File: src/msd_map.vh
// Constants for the switch status and analog select register block.
// Assumes a 50 MHz mclk and 32-bit frames on the serial link.
`ifndef MSD_MAP_VH
`define MSD_MAP_VH

// ----------------------------------------------------------------
// Register addresses (frame bits 31..25)
// ----------------------------------------------------------------
`define MSD_ADDR_ANALOG 7'h1d
`define MSD_ADDR_STATUS 7'h1f
`define MSD_ADDR_FAULT 7'h21

// ----------------------------------------------------------------
// Frame layout
// ----------------------------------------------------------------
`define MSD_FRAME_BITS 6'h20
`define MSD_ADDR_HI 31
`define MSD_ADDR_LO 25
`define MSD_RW_BIT 24
`define MSD_FLD_FAULT 23
`define MSD_FLD_INT 22
`define MSD_FLD_CUR 6
`define MSD_SEL_HI 5
`define MSD_SEL_LO 0

// ----------------------------------------------------------------
// Reset values
// ----------------------------------------------------------------
`define MSD_SEL_RST 6'h00
`define MSD_CUR_RST 1'b0
`define MSD_POR_FLAG_RST 1'b1

// ----------------------------------------------------------------
// Analog channel codes
// ----------------------------------------------------------------
`define MSD_CODE_NONE 6'h00
`define MSD_CODE_GND0 6'h01
`define MSD_CODE_PRG0 6'h0f
`define MSD_CODE_TEMP 6'h17
`define MSD_CODE_BATT 6'h18

// ----------------------------------------------------------------
// Timing
// ----------------------------------------------------------------
`define MSD_MCLK_HZ 50000000
// Interrupt pin release delay in mclk cycles (1.0 ms)
`define MSD_INT_REL_CYCLES 50000

`endif

File: src/msd_pin_sync.v
// Three-stage synchroniser with agreement filter for pin inputs.
// Assumes inputs are asynchronous to mclk.
`timescale 1ns/1ns
`default_nettype none

module msd_pin_sync #(
   parameter W = 1,
   parameter [W-1:0] INIT = {W{1'b0}}
) (
   // Clock and reset
   input wire mclk,
   input wire reset_n,
   // Pins and filtered levels
   input wire [W-1:0] pin_in,
   output wire [W-1:0] level_out
);

   // ----------------------------------------------------------------
   // Per-bit stages
   // ----------------------------------------------------------------
   genvar i;
   generate
      for (i = 0; i < W; i = i + 1) begin : g_bit
         reg s1_r;
         reg s2_r;
         reg s3_r;
         reg lvl_r;
         always @(posedge mclk or negedge reset_n) begin
            if (!reset_n) begin
               s1_r <= INIT[i];
               s2_r <= INIT[i];
               s3_r <= INIT[i];
               lvl_r <= INIT[i];
            end else begin
               s1_r <= pin_in[i];
               s2_r <= s1_r;
               s3_r <= s2_r;
               // Change counts only once stages two and three agree
               if (s2_r == s3_r) begin
                  lvl_r <= s3_r;
               end
            end
         end
         assign level_out[i] = lvl_r;
      end
   endgenerate

endmodule // msd_pin_sync

`default_nettype wire

File: src/msd_status_analog_mux_out.v
// Switch status readback and analog select register over the serial link.
// Assumes a host as link master, sclk idle low, data sampled on rising sclk,
// and switch and fault levels already resolved to logic levels.
//
// Overview of operation
// - Analog select clears at power up
// - Bit 6 picks hi-Z or wetting current
// - Bits 5..0 pick one of 24 sources
// - Analog-selected input reads 0 in status
// - Analog select writable anytime in Normal mode
// - Status register read-only, returned next frame
// - Bits 21..14 programmable, 13..0 ground inputs
// - Status bit 1 closed, 0 open
// - Fault bit ORs extended and wetting faults
// - Interrupt flag sets on any event
// - Fault and interrupt flags set after reset
// - Any returning frame clears interrupt flag
// - Persisting fault does not re-raise interrupt
// - Fault bit held until fault register read
// - Present fault sets fault bit again
// - Bits 23, 22 carry flags in replies
// - Chip select falls, then 32 clocks
// - Interrupt pin released 1 ms after select
`timescale 1ns/1ns
`default_nettype none
`include "msd_map.vh"

module msd_status_analog_mux_out #(
   parameter integer REL_CYCLES = `MSD_INT_REL_CYCLES
) (
   // Clock and reset
   input wire mclk,
   input wire reset_n,
   // Serial link pins
   input wire spi_cs_n,
   input wire spi_sclk,
   input wire spi_mosi,
   output reg spi_miso,
   output reg spi_miso_oe,
   // Switch inputs
   input wire [13:0] ground_switch_input,
   input wire [7:0] programmable_switch_input,
   // Device mode and fault conditions
   input wire normal_mode,
   input wire [7:0] ext_status_in,
   input wire [7:0] wet_fault_in,
   // Interrupt pin
   output reg int_n,
   // Analog multiplexer control
   output reg [5:0] analog_mux_sel,
   output reg analog_source_current_sel,
   output reg [23:0] analog_mux_route,
   // Flag observation
   output reg fault_status,
   output reg int_flag
);

   // ----------------------------------------------------------------
   // Local constants
   // ----------------------------------------------------------------
   localparam [1:0] ST_IDLE = 2'b01;
   localparam [1:0] ST_SHIFT = 2'b10;
   localparam integer REL_LAST = REL_CYCLES - 1;

   // ----------------------------------------------------------------
   // Pin synchronisation
   // ----------------------------------------------------------------
   wire [2:0] link_lvl;
   wire [21:0] sw_lvl;
   wire cs_lvl;
   wire sclk_lvl;
   wire mosi_lvl;

   msd_pin_sync #(
      .W(3),
      .INIT(3'b100)
   ) u_link_sync (
      .mclk(mclk),
      .reset_n(reset_n),
      .pin_in({spi_cs_n, spi_sclk, spi_mosi}),
      .level_out(link_lvl)
   );

   msd_pin_sync #(
      .W(22),
      .INIT(22'h00_0000)
   ) u_sw_sync (
      .mclk(mclk),
      .reset_n(reset_n),
      .pin_in({programmable_switch_input, ground_switch_input}),
      .level_out(sw_lvl)
   );

   assign cs_lvl = link_lvl[2];
   assign sclk_lvl = link_lvl[1];
   assign mosi_lvl = link_lvl[0];

   // ----------------------------------------------------------------
   // Edge detection
   // ----------------------------------------------------------------
   reg cs_d_r;
   reg sclk_d_r;
   reg [21:0] sw_d_r;
   reg [15:0] src_d_r;
   wire cs_fall;
   wire cs_rise;
   wire sclk_rise;
   wire sclk_fall;
   wire [15:0] fault_src;
   wire sw_change;
   wire fault_rise;

   assign cs_fall = cs_d_r & ~cs_lvl;
   assign cs_rise = ~cs_d_r & cs_lvl;
   assign sclk_rise = ~sclk_d_r & sclk_lvl & ~cs_lvl;
   assign sclk_fall = sclk_d_r & ~sclk_lvl & ~cs_lvl;
   assign fault_src = {wet_fault_in, ext_status_in};
   assign sw_change = |(sw_lvl ^ sw_d_r);
   assign fault_rise = |(fault_src & ~src_d_r);

   always @(posedge mclk or negedge reset_n) begin
      if (!reset_n) begin
         cs_d_r <= 1'b1;
         sclk_d_r <= 1'b0;
         sw_d_r <= 22'h00_0000;
         src_d_r <= 16'h0000;
      end else begin
         cs_d_r <= cs_lvl;
         sclk_d_r <= sclk_lvl;
         sw_d_r <= sw_lvl;
         src_d_r <= fault_src;
      end
   end

   // ----------------------------------------------------------------
   // Frame state machine
   // ----------------------------------------------------------------
   reg [1:0] state_r;
   reg [1:0] state_nxt;
   reg [5:0] bit_cnt_r;
   reg [31:0] rx_r;
   reg frame_ok;

   always @* begin
      state_nxt = state_r;
      frame_ok = 1'b0;
      case (state_r)
         ST_IDLE: begin
            if (cs_fall) begin
               state_nxt = ST_SHIFT;
            end
         end
         ST_SHIFT: begin
            if (cs_rise) begin
               state_nxt = ST_IDLE;
               frame_ok = (bit_cnt_r == `MSD_FRAME_BITS);
            end
         end
         default: begin
            state_nxt = ST_IDLE;
         end
      endcase
   end

   always @(posedge mclk or negedge reset_n) begin
      if (!reset_n) begin
         state_r <= ST_IDLE;
         bit_cnt_r <= 6'h00;
         rx_r <= 32'h0000_0000;
      end else begin
         state_r <= state_nxt;
         if (cs_fall) begin
            bit_cnt_r <= 6'h00;
         end else if (sclk_rise && state_r == ST_SHIFT) begin
            rx_r <= {rx_r[30:0], mosi_lvl};
            if (bit_cnt_r != 6'h3f) begin
               bit_cnt_r <= bit_cnt_r + 6'h01;
            end
         end
      end
   end

   // ----------------------------------------------------------------
   // Command decode
   // ----------------------------------------------------------------
   wire [6:0] cmd_addr;
   wire cmd_wr;
   wire analog_wr;
   wire fault_clr;

   assign cmd_addr = rx_r[`MSD_ADDR_HI:`MSD_ADDR_LO];
   assign cmd_wr = rx_r[`MSD_RW_BIT];
   assign analog_wr = frame_ok & cmd_wr & normal_mode &
                      (cmd_addr == `MSD_ADDR_ANALOG);
   assign fault_clr = frame_ok & ~cmd_wr &
                      (cmd_addr == `MSD_ADDR_FAULT);

   // ----------------------------------------------------------------
   // Analog select register
   // ----------------------------------------------------------------
   always @(posedge mclk or negedge reset_n) begin
      if (!reset_n) begin
         analog_mux_sel <= `MSD_SEL_RST;
         analog_source_current_sel <= `MSD_CUR_RST;
      end else if (analog_wr) begin
         analog_mux_sel <= rx_r[`MSD_SEL_HI:`MSD_SEL_LO];
         analog_source_current_sel <= rx_r[`MSD_FLD_CUR];
      end
   end

   // One select line per source; codes above 24 route nothing
   wire [23:0] route_nxt;
   genvar k;
   generate
      for (k = 0; k < 24; k = k + 1) begin : g_route
         assign route_nxt[k] =
            ({26'h000_0000, analog_mux_sel} == `MSD_CODE_GND0 + k);
      end
   endgenerate

   always @(posedge mclk or negedge reset_n) begin
      if (!reset_n) begin
         analog_mux_route <= 24'h00_0000;
      end else begin
         analog_mux_route <= route_nxt;
      end
   end

   // ----------------------------------------------------------------
   // Fault and interrupt flags
   // ----------------------------------------------------------------
   reg fault_nxt;
   reg int_flag_nxt;
   wire int_event;

   assign int_event = sw_change | fault_rise;

   always @* begin
      // Source still present wins over the clear
      fault_nxt = (fault_status & ~fault_clr) | (|fault_src);
      int_flag_nxt = int_flag;
      if (int_event) begin
         int_flag_nxt = 1'b1;
      end else if (cs_fall) begin
         int_flag_nxt = 1'b0;
      end
   end

   always @(posedge mclk or negedge reset_n) begin
      if (!reset_n) begin
         fault_status <= `MSD_POR_FLAG_RST;
         int_flag <= `MSD_POR_FLAG_RST;
      end else begin
         fault_status <= fault_nxt;
         int_flag <= int_flag_nxt;
      end
   end

   // ----------------------------------------------------------------
   // Interrupt pin and release timer
   // ----------------------------------------------------------------
   reg int_req_r;
   reg rel_run_r;
   reg [15:0] rel_cnt_r;
   wire rel_done;

   assign rel_done = rel_run_r & ({16'h0000, rel_cnt_r} == REL_LAST);

   always @(posedge mclk or negedge reset_n) begin
      if (!reset_n) begin
         int_req_r <= 1'b1;
         rel_run_r <= 1'b0;
         rel_cnt_r <= 16'h0000;
         int_n <= 1'b0;
      end else begin
         if (cs_fall && int_req_r) begin
            rel_run_r <= 1'b1;
            rel_cnt_r <= 16'h0000;
         end else if (rel_done) begin
            rel_run_r <= 1'b0;
         end else if (rel_run_r) begin
            rel_cnt_r <= rel_cnt_r + 16'h0001;
         end
         if (int_event) begin
            int_req_r <= 1'b1;
            int_n <= 1'b0;
         end else if (rel_done) begin
            int_req_r <= 1'b0;
            int_n <= 1'b1;
         end else begin
            int_n <= ~int_req_r;
         end
      end
   end

   // ----------------------------------------------------------------
   // Reply word
   // ----------------------------------------------------------------
   reg [6:0] last_addr_r;
   reg last_wr_r;
   reg [21:0] reply_data;
   wire [21:0] sw_masked;
   wire [31:0] reply;

   // Input under analog reading reports open
   assign sw_masked = sw_lvl & ~analog_mux_route[21:0];

   always @* begin
      reply_data = 22'h00_0000;
      if (last_addr_r == `MSD_ADDR_STATUS) begin
         reply_data = sw_masked;
      end else if (last_addr_r == `MSD_ADDR_ANALOG) begin
         reply_data = {15'h0000, analog_source_current_sel,
                       analog_mux_sel};
      end
   end

   // Flags ride in bits 23 and 22 of every reply
   assign reply = {last_addr_r, last_wr_r, fault_status, int_flag,
                   reply_data};

   always @(posedge mclk or negedge reset_n) begin
      if (!reset_n) begin
         last_addr_r <= 7'h00;
         last_wr_r <= 1'b0;
      end else if (frame_ok) begin
         last_addr_r <= cmd_addr;
         last_wr_r <= cmd_wr;
      end
   end

   // ----------------------------------------------------------------
   // MISO shifter
   // ----------------------------------------------------------------
   reg [31:0] tx_r;

   always @(posedge mclk or negedge reset_n) begin
      if (!reset_n) begin
         tx_r <= 32'h0000_0000;
         spi_miso <= 1'b0;
         spi_miso_oe <= 1'b0;
      end else begin
         if (cs_fall) begin
            tx_r <= reply;
            spi_miso <= reply[31];
            spi_miso_oe <= 1'b1;
         end else if (cs_rise) begin
            spi_miso_oe <= 1'b0;
            spi_miso <= 1'b0;
         end else if (sclk_fall && state_r == ST_SHIFT) begin
            tx_r <= {tx_r[30:0], 1'b0};
            spi_miso <= tx_r[30];
         end
      end
   end

endmodule // msd_status_analog_mux_out

`default_nettype wire

File: config.mk
export PLATFORM = sky130hd
export DESIGN_NAME = msd_status_analog_mux_out
export DESIGN_NICKNAME = d
export VERILOG_FILES = /design/src/msd_pin_sync.v /design/src/msd_status_analog_mux_out.v
export VERILOG_INCLUDE_DIRS = /design/src
export SDC_FILE = /design/constraint.sdc
export NUM_CORES = 1
export LEC_CHECK = 0
export CAP_MARGIN = 40
export CORE_MARGIN = 1.5
export CORE_UTILIZATION = 60
export DETAILED_ROUTE_END_ITERATION = 10
export DONT_BUFFER_PORTS = 1
export PLACE_DENSITY = 0.86
export SLEW_MARGIN = 20
export SYNTH_ARGS = -nofsm -noshare
export SYNTH_HDL_FRONTEND = slang
export SYNTH_SLANG_ARGS = --single-unit
File: constraint.sdc
create_clock -name mclk -period 7 [get_ports mclk]
set_clock_uncertainty 0.1 [all_clocks]
set_input_delay 0.35 -clock mclk [delete_from_list [all_inputs] [get_ports mclk]]
set_output_delay 0.35 -clock mclk [all_outputs]
set_load 0.005 [all_outputs]
==> out/results.tsv <==
stage	metric	value	unit
status	status	finished clean	
final_layout	fraction of final layout cells with drive strength greater than 1	13.05	%
floorplanning	width of the chip	131.9	µm
floorplanning	core area	16060	µm²
timing	relative max-transition margin	44.57	%
synthesis	gate count of the mapped netlist	750	
critical_path	kind of capture point of the worst setup path	flop	
synthesis	Synthesis Warnings	0	
placement	detailed-placement wirelength estimate	12.75	mm
synthesis	sequential fraction of the synthesis area	68.65	%
timing	transition time at the pin with the least slew margin	0.8305	ns
run	max-capacitance violation count	0	
timing	share of the cycle needed by the critical path after routing	41.31	%
critical_path	Setup Crit Path Kind	flop to flop	
global_routing	pin count of the biggest net entering global routing	274	
drt	iteration-0 DRC count of the detailed router	505	
cts	cell at the root of the clock tree	clkbuf_16	
drt	antenna-violating nets left	0	
global_routing	initial antenna violation count	0	
final_layout	number of antenna cells inserted	0	
placement	port bufs	0	
power_and_ir_drop	overall power	3.434	mW
timing	Final Slew Violations	0	
synthesis	proportion of synthesized flip-flops having asynchronous set or reset	100.0	%
global_routing	first-pass GRT wire length	34.09	mm
critical_path	data arrival at the endpoint of the critical path	3.20	ns
final_layout	Layout Area Growth over Synthesis	15.29	%
critical_path	launching element type of the critical path	flop	
global_routing	number of global-route vias before repair	6439	
critical_path	required arrival time at the worst endpoint	7.31	ns
floorplanning	y dimension of the die	131.9	µm
worst_hold_path	hold path start	ext_status_in[0]	
synthesis	Mapped Area	9968	µm²
global_routing	leftover overflow at the end of global routing	0	
synthesis	Avg Synthesized Cell Area	13.29	µm²
worst_hold_path	HP Class	input port to flop	
drt	length of the first detailed-routing pass in iterations	6	
floorplanning	number of standard-cell rows in the floorplan	46	
synthesis	post-synthesis register bit count	273	
drt	total via count in the routed design	6075	
cts	worst skew pair latency	0.53	ns
floorplanning	I/O pin total	80	
placement	gp weighted congestion	0.8731	
cts	Sinks on Clock Net	273	
synthesis	flip-flop cell with the highest count after synthesis	dfrtp_1	
critical_path	path depth of the worst reg2reg path	6	
timing	highest achievable clock rate	0.3458	GHz
cts	clock tree from TritonCTS	yes	
timing	number of failing hold endpoints at the final stage	0	
synthesis	number of distinct standard cells referenced by the synthesized netlist	50	
power_and_ir_drop	total leakage power	5.091	nW
cts	clock transition at the registers of the reported paths	0.06	ns
timing	Period minus WS final	2.891	ns
synthesis	count of flip-flops with a built-in enable after synthesis	0	
critical_path	Worst setup startpoint	u_link_sync.g_bit[2].lvl_r	
drt	average detailed-routed wire length per instance	19.98	µm
critical_path	maximum fanout along the worst path	36	
power_and_ir_drop	worst voltage drop across the vdd grid	267.1	µV
worst_hold_path	hold-critical path depth	3	
drt	Post-Route WL	20.70	mm
timing	unrepaired setup endpoints after global routing	no	
cts	Clock H-tree levels	1	
floorplanning	die outline area	17400	µm²
cts	maximum root-to-sink buffer count	3	
critical_path	startpoint of the worst-slack reg-to-reg timing path	u_link_sync.g_bit[2].lvl_r	
synthesis	post-synth net total	800	
final_layout	number of nets in the final layout	850	
drt	DRC	0	
critical_path	register-to-register setup slack	4.11	ns
drt	routed vias/inst	5.864	
floorplanning	initial standard-cell utilization of the core	62.08	%
timing	total setup violations reported at the end of the flow	0	
timing	setup TNS	0	ns
cts	total clock buffers created by CTS	26	
global_routing	total routing usage reported by global routing	24.44	%
power_and_ir_drop	cell area power density	298.8	nW/µm²
cts	post-CTS setup buffer count	0	
## worst paths after layout
kind,endpoint
worst max-delay path,rx_r[0]
worst min-delay path,fault_status
worst max register to register,rx_r[0]
worst min register to register,u_sw_sync.g_bit[8].s2_r
max in group asynchronous,u_sw_sync.g_bit[15].s1_r
min in group asynchronous,src_d_r[11]
## synthesized netlist by cell type, types with 14 or more instances
library cell | number | share of area [%]
mux2_2 | 48 | 5.4
o21ai_0 | 31 | 1.6
a21oi_1 | 15 | 0.75
dfrtp_1 | 264 | 66
nor2_1 | 73 | 2.7
xnor2_1 | 24 | 2.1
maj3_1 | 25 | 2.5
nand2_1 | 44 | 1.7
nand2b_1 | 14 | 0.88
inv_1 | 29 | 1.1
clkbuf_1 | 20 | 0.75
## final cells by class
type,instances,area [µm²]
Inverter,29,108.9
Clock inverter,6,46.29
Multi-Input combinational cell,423,2935
Clock buffer,42,770.7
Tap cell,216,270.3
Fill cell,951,4566
Timing Repair Buffer,47,518.0
Sequential cell,273,6843
## state kept, by name (all words and copies together) (netlist names), 2 cells and up
register	count
u_sw_sync.g_bit.s1_r	22
last_addr_r	7
rel_cnt_r	16
u_link_sync.g_bit.lvl_r	3
analog_mux_sel	6
u_link_sync.g_bit.s2_r	3
u_sw_sync.g_bit.s2_r	22
u_sw_sync.g_bit.s3_r	22
src_d_r	16
state_r	2
tx_r	31
u_link_sync.g_bit.s1_r	3
u_link_sync.g_bit.s3_r	3
bit_cnt_r	6
rx_r	32
sw_d_r	22
u_sw_sync.g_bit.lvl_r	22
analog_mux_route	24
## cell usage in the layout, fill, tap and decap left out, drive strengths merged, types with 5 or more instances in the layout
cell type and instances:
xor2 7, mux2i 10, clkbuf 42, nor4 11
nor2b 9, xnor2 24, nand2 44, nand4 12
o21ai 31, nand2b 14, buf 5, dfstp 9
inv 29, dfrtp 264, ha 6, or3 7
o31ai 9, nand3 13, nor3 9, a21oi 15
maj3 25, dlygate4sd3 42, mux2 48, o22ai 8
nor2 73, a22o 11
## critical path, cell delays in order (launching register included)
cell and delay [ns]:
dfstp_2 0.60, inv_1 0.06, ha_1 0.17, buf_4 0.26, inv_1 0.35, and4_2 0.80
mux2_2 0.42
## logic make-up (layout without fill, tap and decap cells)
| kind of cell | Yosys count | count (layout) | share of synthesized area (%) |
|---|---|---|---|
| muxes | 58 | 58 | 6.427 |
| and+or+nand+nor | 209 | 209 | 10.53 |
| DFF | 273 | 273 | 68.65 |
| xor gates and xnor gates | 31 | 31 | 2.724 |
| buffers and inverters | 54 | 124 | 2.058 |
| adders and majority gates | 31 | 31 | 3.263 |
| AOI/OAI and AO/OA | 94 | 94 | 6.351 |
## per-layer routing
layer	share of wire [%]	wire length (µm)	vias up	track usage, %
li1	-	-	2680	-
met5	0	0	-	0
met2	50	10280	249	40.78
met3	7.4	1528	64	5.882
met4	2.9	600	0	7.222
met1	40	8298	3082	32.20
## stage by stage
stage	instance area, µm²	instances	setup slack (ns)	utilization, %	hold slack [ns]
floorplan	9968	750	4.690	-	-0.04559
global placement	10160	942	3.901	63.28	-0.03398
detailed placement	10200	944	4.163	63.52	-0.03778
CTS	11460	1035	4.117	71.40	0.004157
global route	11490	1036	3.948	71.57	0.01740
finish	11490	1036	4.109	71.57	0.02607
## where the power goes
part	internal (mW)	switching, mW
combinational	0.135	0.157
sequential	1.72	0.0999
clock	0.755	0.570
## timing repair
action / in CTS / in global routing
endpoints found under the setup margin: 0 / 0
gates resized for setup: 0 / 0
hold buffers: 43 / 0
endpoints found under the hold margin: 315 / 0
(Power assumes the default switching activity.)
